## config.mk

```make
export PLATFORM = sky130hd
export DESIGN_NAME = eamp_port
export DESIGN_NICKNAME = d
export VERILOG_FILES = /design/src/common/eamp_pkg.sv /design/src/rtl/eamp_port.sv
export VERILOG_INCLUDE_DIRS = /design/src /design/src/common
export SDC_FILE = /design/constraint.sdc
export NUM_CORES = 1
export LEC_CHECK = 0
export BUFFER_PORTS_ARGS = -buffer_cell sky130_fd_sc_hd__buf_2
export CAP_MARGIN = 25
export CORE_ASPECT_RATIO = 0.7
export CORE_MARGIN = 1
export CORE_UTILIZATION = 48
export DETAILED_ROUTE_END_ITERATION = 10
export HOLD_SLACK_MARGIN = 0.03
export PLACE_DENSITY = 0.76
export SLEW_MARGIN = 20
export SYNTH_ARGS = -nofsm -noshare
export SYNTH_HDL_FRONTEND = slang
export SYNTH_SLANG_ARGS = --single-unit
```

## constraint.sdc

```tcl
create_clock -name ref_clk -period 1.7 [get_ports ref_clk]
set_input_delay 0.255 -clock ref_clk [delete_from_list [all_inputs] [get_ports ref_clk]]
set_output_delay 0.255 -clock ref_clk [all_outputs]
set_load 0.005 [all_outputs]
```

## src/common/eamp_defs.svh

```systemverilog
// constants for the external asynchronous memory port
// assumes a 50 MHz core clock and a core-side request/answer handshake
`ifndef EAMP_DEFS_SVH
`define EAMP_DEFS_SVH
`define EAMP_ADDR_W      24
`define EAMP_DATA_W      32
`define EAMP_BANKS       4
`define EAMP_BANK_MSB    23
`define EAMP_BANK_LSB    22
`define EAMP_FLAGS       4
`define EAMP_SETUP_NS    20
`define EAMP_CLK_NS      20
`define EAMP_SETUP_CYC   ((`EAMP_SETUP_NS + `EAMP_CLK_NS - 1) / `EAMP_CLK_NS)
`define EAMP_ACK_SYNC_CYC 2'h3
`define EAMP_MODE_FLAG   2'h0
`define EAMP_MODE_ALT    2'h1
`define EAMP_MODE_BANK   2'h2
`endif

```

## src/common/eamp_pkg.sv

```systemverilog
// types shared by the external memory port
// assumes eamp_defs.svh supplies widths
`include "eamp_defs.svh"
package eamp_pkg;
  typedef enum logic [1:0] {
    EAMP_IDLE   = 2'b00,
    EAMP_SETUP  = 2'b01,
    EAMP_STROBE = 2'b10,
    EAMP_DONE   = 2'b11
  } eamp_state_t;

  // one access request from the core
  typedef struct packed {
    logic                      write;
    logic [`EAMP_ADDR_W-1:0]   addr;
    logic [`EAMP_DATA_W-1:0]   wdata;
  } eamp_req_t;

  // pin-side strobes
  typedef struct packed {
    logic                      rd_n;
    logic                      wr_n;
    logic [`EAMP_BANKS-1:0]    bank_select_n;
  } eamp_strobe_t;
endpackage

```

## src/rtl/eamp_port.sv

```systemverilog
// external asynchronous memory port: address, data, bank selects, strobes, ack wait states
// assumes the core holds req_valid until req_done; pins are resolved in the bench
`timescale 1ns/100ps
`include "eamp_defs.svh"
module eamp_port (
  input  wire logic                     ref_clk,           // 50 MHz core clock
  input  wire logic                     resetn,            // async reset, active low
  input  wire logic                     req_valid,         // core asks for an access
  input  wire eamp_pkg::eamp_req_t      req,               // access kind, address, write data
  output logic                          req_done,          // one-cycle pulse, access finished
  output logic [`EAMP_DATA_W-1:0]       rd_data,           // captured read word
  output logic [`EAMP_ADDR_W-1:0]       addr,              // external address pins
  output logic [`EAMP_DATA_W-1:0]       data_out,          // data pins, output value
  output logic                          data_oe,           // data pins driven while high
  input  wire logic [`EAMP_DATA_W-1:0]  data_in,           // data pins, input value
  output logic [1:0]                    bank_select_n,     // bank selects 0 and 1
  output logic                          rd_n,              // read strobe
  output logic                          wr_n,              // write strobe
  input  wire logic                     ack,               // memory acknowledge pin
  input  wire logic                     parallel_input_port_en, // data pins feed parallel input port
  output logic [`EAMP_DATA_W-1:0]       parallel_input_port, // sampled pins for channel zero
  input  wire logic [1:0]               flag2_mode,        // flag two function select
  input  wire logic [1:0]               flag3_mode,        // flag three function select
  input  wire logic [3:0]               flag_out,          // general flag output values
  input  wire logic [3:0]               flag_dir,          // general flag direction, 1 = out
  input  wire logic                     timer_expired,     // timer event for flag three
  input  wire logic [3:0]               flag_pin_in,       // flag pins, input value
  output logic [3:0]                    flag_pin_out,      // flag pins, output value
  output logic [3:0]                    flag_pin_oe,       // flag pins driven while high
  output logic [3:0]                    flag_pullup_en,    // pull-up for bank-select mode
  output logic [3:0]                    flag_in,           // synchronised flag inputs
  output logic                          ext_interrupt_req, // synchronised interrupt from flag two
  output logic                          timer_expired_out  // timer output shown on flag three
);

  // three-stage synchronisers; first stage feeds only the second
  logic [2:0]              ack_sync, next_ack_sync;
  logic                    ack_q, next_ack_q;
  logic [3:0]              flg_s1, flg_s2, flg_s3, flg_q;
  logic [3:0]              next_flg_q;
  logic [`EAMP_DATA_W-1:0] dat_s1, dat_s2, dat_s3, dat_q;
  logic [`EAMP_DATA_W-1:0] next_dat_q;

  // a level counts once stages two and three agree, so a pin caught mid-swing cannot slip through
  always_comb begin
    next_ack_sync = {ack_sync[1:0], ack};
    next_ack_q    = ack_q;
    if (ack_sync[1] == ack_sync[2])
      next_ack_q = ack_sync[2];
    // per bit: set when both agree high, clear when both agree low, else hold
    next_flg_q = (flg_s2 & flg_s3) | (flg_q & (flg_s2 | flg_s3));
    next_dat_q = (dat_s2 & dat_s3) | (dat_q & (dat_s2 | dat_s3));
  end

  // synchroniser flops only; the filtered values lag the pins by four cycles
  always_ff @(posedge ref_clk or negedge resetn) begin
    if (!resetn) begin
      ack_sync <= 3'h0;
      ack_q    <= 1'b0;
      flg_s1   <= 4'h0;
      flg_s2   <= 4'h0;
      flg_s3   <= 4'h0;
      flg_q    <= 4'h0;
      dat_s1   <= 32'h0;
      dat_s2   <= 32'h0;
      dat_s3   <= 32'h0;
      dat_q    <= 32'h0;
    end else begin
      ack_sync <= next_ack_sync;
      ack_q    <= next_ack_q;
      flg_s1   <= flag_pin_in;
      flg_s2   <= flg_s1;
      flg_s3   <= flg_s2;
      flg_q    <= next_flg_q;
      dat_s1   <= data_in;
      dat_s2   <= dat_s1;
      dat_s3   <= dat_s2;
      dat_q    <= next_dat_q;
    end
  end

  // access sequencer
  eamp_pkg::eamp_state_t state, next_state;
  eamp_pkg::eamp_req_t   cur, next_cur;
  eamp_pkg::eamp_strobe_t stb, next_stb;
  logic [`EAMP_DATA_W-1:0] next_rd_data;
  logic [`EAMP_BANKS-1:0]  dec;
  logic                    next_done;
  logic                    next_oe;
  logic [1:0]              ack_wait, next_ack_wait;

  // bank decode from the top address bits
  always_comb begin
    dec = {`EAMP_BANKS{1'b1}};
    dec[req.addr[`EAMP_BANK_MSB:`EAMP_BANK_LSB]] = 1'b0;
  end

  always_comb begin
    next_state   = state;
    next_cur     = cur;
    next_stb     = stb;
    next_rd_data = rd_data;
    next_done    = 1'b0;
    next_oe      = data_oe;
    next_ack_wait = ack_wait;
    case (state)
      eamp_pkg::EAMP_IDLE: begin
        next_stb = '{rd_n: 1'b1, wr_n: 1'b1, bank_select_n: {`EAMP_BANKS{1'b1}}};
        next_oe  = 1'b0;
        if (req_valid) begin
          // address and bank select launch together; condition is not looked at
          next_cur               = req;
          next_stb.bank_select_n = dec;
          next_oe                = req.write;
          next_state             = eamp_pkg::EAMP_SETUP;
        end
      end
      eamp_pkg::EAMP_SETUP: begin
        next_stb.rd_n = cur.write;
        next_stb.wr_n = !cur.write;
        next_ack_wait = `EAMP_ACK_SYNC_CYC;
        next_state    = eamp_pkg::EAMP_STROBE;
      end
      eamp_pkg::EAMP_STROBE: begin
        // wait states while ack is low
        // the synced ack lags the pin, so a low raised on select is only trusted once the count runs out
        if (ack_wait != 2'h0) begin
          next_ack_wait = ack_wait - 2'h1;
        end else if (ack_q) begin
          // finish and release strobes and select
          if (!cur.write)
            next_rd_data = data_in;
          next_stb   = '{rd_n: 1'b1, wr_n: 1'b1, bank_select_n: {`EAMP_BANKS{1'b1}}};
          next_done  = 1'b1;
          next_state = eamp_pkg::EAMP_DONE;
        end
      end
      eamp_pkg::EAMP_DONE: begin
        // one hold cycle keeps write data past the strobe edge
        next_oe    = 1'b0;
        next_state = eamp_pkg::EAMP_IDLE;
      end
      default: next_state = eamp_pkg::EAMP_IDLE;
    endcase
  end

  always_ff @(posedge ref_clk or negedge resetn) begin
    if (!resetn) begin
      state    <= eamp_pkg::EAMP_IDLE;
      cur      <= '0;
      stb      <= '{rd_n: 1'b1, wr_n: 1'b1, bank_select_n: {`EAMP_BANKS{1'b1}}};
      rd_data  <= 32'h0;
      req_done <= 1'b0;
      data_oe  <= 1'b0;
      ack_wait <= 2'h0;
    end else begin
      state    <= next_state;
      cur      <= next_cur;
      stb      <= next_stb;
      rd_data  <= next_rd_data;
      req_done <= next_done;
      data_oe  <= next_oe;
      ack_wait <= next_ack_wait;
    end
  end

  // pin-function mux, registered so every output is a flop
  logic [3:0]  next_fpo, next_foe, next_fpu;
  logic [`EAMP_DATA_W-1:0] next_pip;
  logic                    next_irq, next_tmr;
  always_comb begin
    next_fpo = flag_out;
    next_foe = flag_dir;
    next_fpu = 4'h0;
    // flag two as flag, interrupt input, or bank two
    if (flag2_mode == `EAMP_MODE_ALT) begin
      next_foe[2] = 1'b0;
    end else if (flag2_mode == `EAMP_MODE_BANK) begin
      // taken from the next select so the pin flips with the address
      next_fpo[2] = next_stb.bank_select_n[2];
      next_foe[2] = 1'b1;
      next_fpu[2] = 1'b1;
    end
    // flag three as flag, timer output, or bank three
    if (flag3_mode == `EAMP_MODE_ALT) begin
      next_fpo[3] = timer_expired;
      next_foe[3] = 1'b1;
    end else if (flag3_mode == `EAMP_MODE_BANK) begin
      // same edge as the address pins
      next_fpo[3] = next_stb.bank_select_n[3];
      next_foe[3] = 1'b1;
      next_fpu[3] = 1'b1;
    end
    // parallel input only while the memory port does not drive the data pins; pins shared
    next_pip = (parallel_input_port_en && !data_oe) ? dat_q : parallel_input_port;
    // alternate functions only show while their mode is selected
    next_irq = (flag2_mode == `EAMP_MODE_ALT) && flg_q[2];
    next_tmr = (flag3_mode == `EAMP_MODE_ALT) && timer_expired;
  end

  always_ff @(posedge ref_clk or negedge resetn) begin
    if (!resetn) begin
      // flags come up as inputs, data pins undriven in memory mode
      flag_pin_out        <= 4'h0;
      flag_pin_oe         <= 4'h0;
      flag_pullup_en      <= 4'h0;
      parallel_input_port <= 32'h0;
      flag_in             <= 4'h0;
      ext_interrupt_req   <= 1'b0;
      timer_expired_out   <= 1'b0;
    end else begin
      flag_pin_out        <= next_fpo;
      flag_pin_oe         <= next_foe;
      flag_pullup_en      <= next_fpu;
      parallel_input_port <= next_pip;
      flag_in             <= flg_q;
      ext_interrupt_req   <= next_irq;
      timer_expired_out   <= next_tmr;
    end
  end

  // pins mirror the registered access state
  assign addr          = cur.addr;
  assign data_out      = cur.wdata;
  assign bank_select_n = stb.bank_select_n[1:0];
  assign rd_n          = stb.rd_n;
  assign wr_n          = stb.wr_n;

  AST_IDLE_SEL: assert property (@(posedge ref_clk) disable iff (!resetn)
    (state == eamp_pkg::EAMP_IDLE) |-> (stb.bank_select_n == 4'hf))
    else $error("bank select active while idle");
  // no completion while synced ack low
  AST_ACK_HOLD: assert property (@(posedge ref_clk) disable iff (!resetn)
    (state == eamp_pkg::EAMP_STROBE && (!ack_q || ack_wait != 2'h0)) |=>
    (state == eamp_pkg::EAMP_STROBE && !req_done))
    else $error("access completed while ack low");
  // ack high ends access next cycle
  AST_ACK_DONE: assert property (@(posedge ref_clk) disable iff (!resetn)
    (state == eamp_pkg::EAMP_STROBE && ack_q && ack_wait == 2'h0) |=>
    (req_done && rd_n && wr_n && stb.bank_select_n == 4'hf))
    else $error("access did not finish after ack");
  // select tracks address bank one cycle after launch
  AST_DECODE: assert property (@(posedge ref_clk) disable iff (!resetn)
    (state == eamp_pkg::EAMP_IDLE && req_valid) |=> !stb.bank_select_n[addr[23:22]])
    else $error("bank select does not match address");
  // read strobe follows setup for reads
  AST_RD: assert property (@(posedge ref_clk) disable iff (!resetn)
    (state == eamp_pkg::EAMP_SETUP && !cur.write) |=> (!rd_n && wr_n))
    else $error("read strobe missing");
  // write strobe follows setup for writes
  AST_WR: assert property (@(posedge ref_clk) disable iff (!resetn)
    (state == eamp_pkg::EAMP_SETUP && cur.write) |=> (!wr_n && rd_n && data_oe))
    else $error("write strobe missing");
  // strobe only with one select active
  AST_SEL_STB: assert property (@(posedge ref_clk) disable iff (!resetn)
    (!rd_n || !wr_n) |-> ($countones(~stb.bank_select_n) == 1))
    else $error("strobe without single bank select");
  AST_ADDR: assert property (@(posedge ref_clk) disable iff (!resetn)
    (state == eamp_pkg::EAMP_STROBE && $past(state) == eamp_pkg::EAMP_STROBE) |-> $stable(addr))
    else $error("address moved during access");
  // bank mode drives pull-up and pin
  AST_F2: assert property (@(posedge ref_clk) disable iff (!resetn)
    (flag2_mode == `EAMP_MODE_BANK) |=> (flag_pin_oe[2] && flag_pullup_en[2]))
    else $error("flag two bank mode not driven");
  AST_F3: assert property (@(posedge ref_clk) disable iff (!resetn)
    (flag3_mode == `EAMP_MODE_ALT) |=> (flag_pin_oe[3] && flag_pin_out[3] == $past(timer_expired)))
    else $error("flag three timer mode wrong");
  // strobe stood long enough for a low ack to reach the sequencer
  AST_ACK_SEEN: assert property (@(posedge ref_clk) disable iff (!resetn)
    req_done |-> ($past(state, 4) == eamp_pkg::EAMP_STROBE))
    else $error("access finished before ack could be seen");
  AST_DONE_PULSE: assert property (@(posedge ref_clk) disable iff (!resetn)
    req_done |=> !req_done)
    else $error("done pulse longer than one cycle");
  // address pins carry the requested address from launch
  AST_LAUNCH: assert property (@(posedge ref_clk) disable iff (!resetn)
    (state == eamp_pkg::EAMP_IDLE && req_valid) |=> (addr == $past(req.addr)))
    else $error("address not launched with request");
  // data pins stay undriven while no access runs
  AST_OE_IDLE: assert property (@(posedge ref_clk) disable iff (!resetn)
    (state == eamp_pkg::EAMP_IDLE) |-> !data_oe)
    else $error("data pins driven while idle");
  // flags in flag mode with no direction set stay inputs
  AST_FLAG_IN: assert property (@(posedge ref_clk) disable iff (!resetn)
    (flag_dir == 4'h0 && flag2_mode == `EAMP_MODE_FLAG && flag3_mode == `EAMP_MODE_FLAG) |=> (flag_pin_oe == 4'h0))
    else $error("flag pins driven while inputs");
  // parallel port holds while disabled or while the port drives the pins
  AST_PIP: assert property (@(posedge ref_clk) disable iff (!resetn)
    (!parallel_input_port_en || data_oe) |=> $stable(parallel_input_port))
    else $error("parallel input moved while not sampling");
  // interrupt mode leaves flag two an input
  AST_F2_IN: assert property (@(posedge ref_clk) disable iff (!resetn)
    (flag2_mode == `EAMP_MODE_ALT) |=> (!flag_pin_oe[2] && ext_interrupt_req == $past(flg_q[2])))
    else $error("flag two interrupt mode wrong");
  // bank two pin follows its select in the same cycle
  AST_BANK2: assert property (@(posedge ref_clk) disable iff (!resetn)
    (flag2_mode == `EAMP_MODE_BANK && $past(flag2_mode) == `EAMP_MODE_BANK) |-> (flag_pin_out[2] == stb.bank_select_n[2]))
    else $error("bank two pin lags its select");
  // bank three pin follows its select in the same cycle
  AST_BANK3: assert property (@(posedge ref_clk) disable iff (!resetn)
    (flag3_mode == `EAMP_MODE_BANK && $past(flag3_mode) == `EAMP_MODE_BANK) |-> (flag_pin_out[3] == stb.bank_select_n[3]))
    else $error("bank three pin lags its select");
endmodule

```

After elaboration in Yosys (flattened, before gate mapping)
Cells that the tools add are included.
{"block": "totals", "regBits": 297, "input_bits": 111}
{"block": "op_classes", "muxes": 30, "n_addsub": 1, "n_lt_le_gt_ge": 2, "bitwise": 11, "eq_ne": 12, "n_reduce_logical": 18}
{"op": "32-bit AND", "n": 2}
{"op": "32-bit OR", "n": 2}
{"op": "1-bit two-way mux", "n": 17}
{"op": "6-bit two-way mux", "n": 2}
{"op": "3-bit AND reduction", "n": 3}
{"op": "4-bit AND", "n": 2}
{"op": "2-bit equality test (second input constant)", "n": 4}
{"op": "2-bit two-way mux", "n": 4}
{"op": "2-bit inequality test (second input constant)", "n": 4}
{"op": "4-bit OR", "n": 2}
{"op": "2-bit case mux with 4 select lines", "n": 1}
{"op": "4-bit case mux with 2 select lines", "n": 1}
{"op": "2-bit nonzero test", "n": 4}
{"op": "2-bit by 1-bit equality test with 1-bit output (second input constant)", "n": 3}
{"op": "2-bit case mux with 3 select lines", "n": 1}
{"op": "1-bit logical AND", "n": 4}
{"op": "4-bit two-way mux", "n": 1}
{"op": "4-bit inverter", "n": 1}
{"op": "2-bit case mux with 2 select lines", "n": 1}
{"op": "2-bit AND reduction", "n": 2}
{"op": "4-bit AND reduction", "n": 1}
{"op": "2-bit by 3-bit less-than comparator with 1-bit output (second input constant)", "n": 1}
{"op": "3-bit nonzero test", "n": 1}
{"op": "1-bit demux with 2-bit select", "n": 1}
{"op": "7 further kinds", "n": 9}

Depth between registers and ports, before layout
{"block": "depth", "word_depth": 9, "ltp_mapped": 7, "mapped_depth_nobuf": 5}

Least setup slack after synthesis
Ideal clock, no wire load.
{"block": "synth_timing", "path_kind": "reg2reg", "from": "register state[0]", "to": "register cur (netlist bit addr[0])", "arrival_time_ns": 1.449, "setup_ns": 0.125, "path_slack_ns": 0.126, "stages_incl_launch_ff": 7, "cell_sequence": "dfrtp_1 -> inv_1 -> ha_1 -> buf_2 -> nand2_1 -> buf_2 -> mux2_2"}
{"block": "synth_via", "elab_chain_cells": 2}
{"element": "start, declared", "line_no": "eamp_port.sv:83", "text": "eamp_pkg::eamp_state_t state, next_state;"}
{"element": "start signal, assigned", "line_no": "eamp_port.sv:149", "text": "state <= eamp_pkg::EAMP_IDLE;"}
{"element": "start signal, assigned", "line_no": "eamp_port.sv:157", "text": "state <= next_state;"}
{"element": "2-bit zero test", "line_no": "eamp_port.sv:106", "text": "case (state)"}
{"element": "2-bit AND reduction (no source line)"}
{"element": "end signal, assigned", "line_no": "eamp_port.sv:158", "text": "cur <= next_cur;"}
{"element": "end, declared", "line_no": "eamp_port.sv:84", "text": "eamp_pkg::eamp_req_t cur, next_cur;"}
Every way passes these cells.
A chain may end at the register's enable or synchronous reset.

Worst setup path after layout
{"block": "layout_timing", "from": "register ack_wait[0]", "to": "register rd_data[19]"}
{"block": "layout_via", "elab_chain_cells": 3}
{"element": "start, declared", "line_no": "eamp_port.sv:90", "text": "logic [1:0] ack_wait, next_ack_wait;"}
{"element": "start signal, assigned", "line_no": "eamp_port.sv:163", "text": "ack_wait <= next_ack_wait;"}
{"element": "2-bit nonzero test", "line_no": "eamp_port.sv:127", "text": "if (ack_wait != 2'h0) begin"}
{"element": "1-bit inverter (no source line)"}
{"element": "4-bit AND reduction (no source line)"}
{"element": "end signal, assigned", "line_no": "eamp_port.sv:160", "text": "rd_data <= next_rd_data;"}
{"element": "end, declared", "line_no": "eamp_port.sv:11", "text": "output logic [`EAMP_DATA_W-1:0] rd_data,"}
Every way passes these cells.

==> impl_metrics.xml <==
<?xml version="1.0" encoding="UTF-8"?>
<metrics>
  <group name="yosys">
    <metric name="post_synth_fa_ha_maj_area_fraction" unit="%">4.43</metric>
    <metric name="dominantRegCellSynth" unit="">dfrtp_1</metric>
    <metric name="muxShareOfSynthArea" unit="%">14.5</metric>
    <metric name="yosys_warnings" unit="">0</metric>
    <metric name="yosys.area.top_type_share" unit="%">70.9</metric>
    <metric name="most_common_library_cells_after_synthesis" unit="">291 x dfrtp_1, 89 x mux2_2, 60 x buf_4</metric>
    <metric name="synth.distinct_cells" unit="">36</metric>
    <metric name="synth.yosys.seq_area_share" unit="%">72.4</metric>
    <metric name="dominant_cell_by_count_in_the_synthesized_netlist" unit="">dfrtp_1</metric>
    <metric name="synthesized_area_fraction_occupied_by_xor_and_xnor_cells" unit="%">0</metric>
    <metric name="leading_cell_types_by_total_area_after_synthesis" unit="">dfrtp_1 71%, mux2_2 9.8%, buf_4 4.4%</metric>
    <metric name="compound_gate_fraction_of_synth_area" unit="%">1.38</metric>
    <metric name="synthArstFlopShare" unit="%">100</metric>
    <metric name="synthSimpleGateAreaFrac" unit="%">1.73</metric>
    <metric name="synth_area" unit="µm²">10300</metric>
    <metric name="ys_seq_elements" unit="">297</metric>
    <metric name="synth_edf_count" unit="">0</metric>
    <metric name="syn-mean-instance-area" unit="µm²">17.2</metric>
    <metric name="number_of_cells_produced_by_synthesis" unit="">596</metric>
    <metric name="largest_family_of_logic_cells_by_synthesized_area" unit="">multiplexers</metric>
    <metric name="yosysTopAreaCell" unit="">dfrtp_1</metric>
  </group>
  <group name="worst_setup_path">
    <metric name="rr_worst_depth" unit="">6</metric>
    <metric name="timing.rr.start" unit="">ack_wait[0]</metric>
    <metric name="crit_arrival" unit="ns">2.01</metric>
    <metric name="setup.worst_path.end_class" unit="">register</metric>
    <metric name="critical_path.max_stage_delay" unit="ns">0.37</metric>
    <metric name="worst_setup_path_startpoint" unit="">ack_wait[0]</metric>
    <metric name="timing.setup.critical_path_class" unit="">reg -&gt; reg</metric>
    <metric name="reg2reg_setup_slack" unit="ns">0.1</metric>
    <metric name="crit_chain" unit="">inv_1, ha_1, and2_4, nand3b_4, buf_12, mux2_4</metric>
    <metric name="worst_path_required_time" unit="ns">2.10</metric>
    <metric name="startpoint_type" unit="">register</metric>
    <metric name="crit_slowest_cell" unit="">dfrtp_1</metric>
    <metric name="critPathMaxFanout" unit="">16</metric>
    <metric name="r2r-end" unit="">rd_data[19]</metric>
    <metric name="capturing_instance_or_port_of_the_critical_path" unit="">rd_data[19]</metric>
  </group>
  <group name="placed_design">
    <metric name="port_buffers" unit="">252</metric>
    <metric name="place.detailed.hpwl" unit="µm">13100</metric>
    <metric name="post-place-ws" unit="ns">0.0635</metric>
    <metric name="finalWeightedCongestion" unit="">0.785</metric>
  </group>
  <group name="finish">
    <metric name="fillers" unit="">1433</metric>
    <metric name="sequential_cell_area" unit="µm²">7440</metric>
    <metric name="area.growth.synth_to_final" unit="%">32.4</metric>
    <metric name="nets" unit="">1045</metric>
    <metric name="antenna_cells" unit="">0</metric>
    <metric name="multi_input_area" unit="µm²">2270</metric>
    <metric name="final_layout_size_suffix_gt1_share" unit="%">47.3</metric>
    <metric name="post-route-util" unit="%">65.2</metric>
  </group>
  <group name="timing">
    <metric name="worst_clock_skew" unit="ns">0.00971</metric>
    <metric name="setup_slack" unit="ns">0.0953</metric>
    <metric name="grt_setup_unrepaired" unit="">false</metric>
    <metric name="setup_viol_count_final" unit="">0</metric>
    <metric name="max_freq" unit="MHz">623</metric>
    <metric name="slew_viol_final" unit="">0</metric>
    <metric name="finalHoldViolations" unit="">0</metric>
    <metric name="final_worst_path_period_share" unit="%">94.4</metric>
    <metric name="period_minus_slack" unit="ns">1.60</metric>
    <metric name="setup-tns-final" unit="ns">0</metric>
  </group>
  <group name="routing">
    <metric name="routed-via-count" unit="">5738</metric>
    <metric name="drt-initial-drc-count" unit="">229</metric>
    <metric name="wirelength" unit="µm">20800</metric>
    <metric name="drt_drc_violations_left" unit="">0</metric>
    <metric name="drtPass1Iterations" unit="">4</metric>
    <metric name="vias_per_cell" unit="">4.69</metric>
    <metric name="wire_per_inst" unit="µm">17.0</metric>
    <metric name="postRouteAntennaNets" unit="">0</metric>
  </group>
  <group name="global_route">
    <metric name="initial_antenna_violation_count" unit="">0</metric>
    <metric name="global_route.overflow_total" unit="">0</metric>
    <metric name="via_count_of_the_first_global_routing_pass" unit="">6256</metric>
    <metric name="grt_pass1_wl" unit="µm">33500</metric>
    <metric name="globalRouteTotalUtil" unit="%">19.6</metric>
    <metric name="grt_start_max_net_pins" unit="">62</metric>
  </group>
  <group name="die">
    <metric name="floorplan.initialDensity" unit="%">49.2</metric>
    <metric name="die_h" unit="µm">124</metric>
    <metric name="top_level_ports" unit="">255</metric>
    <metric name="fp-row-count" unit="">44</metric>
    <metric name="floorplan.die.width" unit="µm">177</metric>
    <metric name="placeableCoreArea" unit="µm²">20900</metric>
    <metric name="die_area" unit="µm²">22000</metric>
  </group>
  <group name="hold_path">
    <metric name="hp-start" unit="">timer_expired</metric>
    <metric name="worstHoldPathType" unit="">in -&gt; reg</metric>
  </group>
  <group name="outcome">
    <metric name="outcome" unit="">finished, final reports clean</metric>
  </group>
  <group name="run">
    <metric name="drv_cap" unit="">0</metric>
  </group>
  <group name="pwr">
    <metric name="worst_ir_drop_vdd" unit="µV">879</metric>
    <metric name="leakage" unit="nW">6.51</metric>
    <metric name="power_density" unit="nW/µm²">1560</metric>
  </group>
  <group name="clocking">
    <metric name="cts_bufs_inserted" unit="">26</metric>
    <metric name="clock_tree_from_tritoncts" unit="">built</metric>
    <metric name="max-clock-path-buffers" unit="">3</metric>
    <metric name="clk-insertion-delay-late" unit="ns">0.52</metric>
    <metric name="cts-htree-levels" unit="">1</metric>
    <metric name="clock_pin_slew_on_the_worst_setup_and_hold_paths" unit="ns">0.07</metric>
    <metric name="numClockSinks" unit="">297</metric>
    <metric name="cts.root.buffer_cell" unit="">clkbuf_16</metric>
  </group>
</metrics>
[worst min-delay path by stage]
stage	to	slack, ns	depth (start not counted)
after detailed placement	dat_q[12]	0.23	1
after global placement	parallel_input_port[12]	0.22	1
after floorplan	ack_q	-0.04	0
after CTS	flag_pullup_en[3]	0.03	3
final	timer_expired_out	0.05	2
after global routing	timer_expired_out	0.06	2
[cell type report]
cell class	instances	area share [%]
Clock buffer	34	5.45
Clock inverter	14	1.45
Inverter	7	0.193
Multi-Input combinational cell	218	16.7
Sequential cell	297	54.7
Tap cell	276	2.54
Timing Repair Buffer	378	19.0
[state kept, by name, indices dropped and copies added, names as in the netlist, 2 cells and up]
name	count
rd_data	32
flag_in	4
dat_q	32
state	2
ack_sync	3
addr	24
data_out	32
parallel_input_port	32
flg_s2	4
ack_wait	2
dat_s1	32
flg_s1	4
flag_pullup_en	2
dat_s3	32
bank_select_n	2
flag_pin_out	4
flg_q	4
stb	2
dat_s2	32
flg_s3	4
flag_pin_oe	4
[cell usage in the layout (no fill, tap or decap), types with 5 or more instances in the layout]
cell	Yosys	routed
dfrtp_1	291	291
buf_2	11	251
dlygate4sd3_1	0	105
mux2_2	89	89
maj3_1	38	38
mux2_4	30	30
clkbuf_16	0	27
buf_4	60	13
clkinv_2	0	8
buf_12	0	8
inv_1	7	7
o21ai_0	7	7
nor2b_1	6	6
dfstp_2	6	6
nor2_1	5	5
ha_1	6	5
bufinv_16	0	5
[power by group]
group / total, W / leakage, nW / switching [W] / internal, W
Clock: 0.00636 / 0.467 / 0.00252 / 0.00383
Combinational: 0.00518 / 2.57 / 0.00209 / 0.00309
Sequential: 0.00975 / 3.47 / 0.000916 / 0.00883
[through the flow]
| step | hold WS (ns) | total power, W | area (µm²) | cells |
|---|---|---|---|---|
| final | 0.0510 | 0.0213 | 13600 | 1224 |
| after global routing | 0.0625 | 0.0225 | 13600 | 1224 |
| after CTS | 0.0316 | 0.0215 | 13600 | 1223 |
| after detailed placement | 0.227 | 0.0148 | 11600 | 1070 |
| after global placement | 0.224 | 0.0146 | 11600 | 1070 |
| after floorplan | -0.0406 | 0.0132 | 10300 | 597 |
[layer usage]
layer / share of wire (%) / GRT usage [%] / vias to the layer above
met5: 0 / 0 / -
met4: 2.6 / 5.48 / 0
met3: 6.5 / 5.46 / 38
met2: 50 / 33.7 / 189
met1: 41 / 24.0 / 2881
li1: - / - / 2630
[what timing repair did]
item,4_1_cts,5_1_grt
buffers inserted,0,1
endpoints found under the hold margin,187,0
endpoints found under the setup margin,0,38
resized for setup,0,1
hold buffers,105,0
[worst max-delay path, delay by kind of cell, from the launching register on]
family / cells / cell delay, ns
fa+ha+maj: 1 / 0.20
simple gates: 2 / 0.33
buf+inv: 2 / 0.24
flops: 1 / 0.37
mux: 1 / 0.32
[kinds of logic after synthesis]
family	Yosys count
fa+ha+maj	44
flops	297
compound gates	21
buf+inv	82
simple gates	29
mux	122
other cells	1
(Power assumes the default switching activity.)
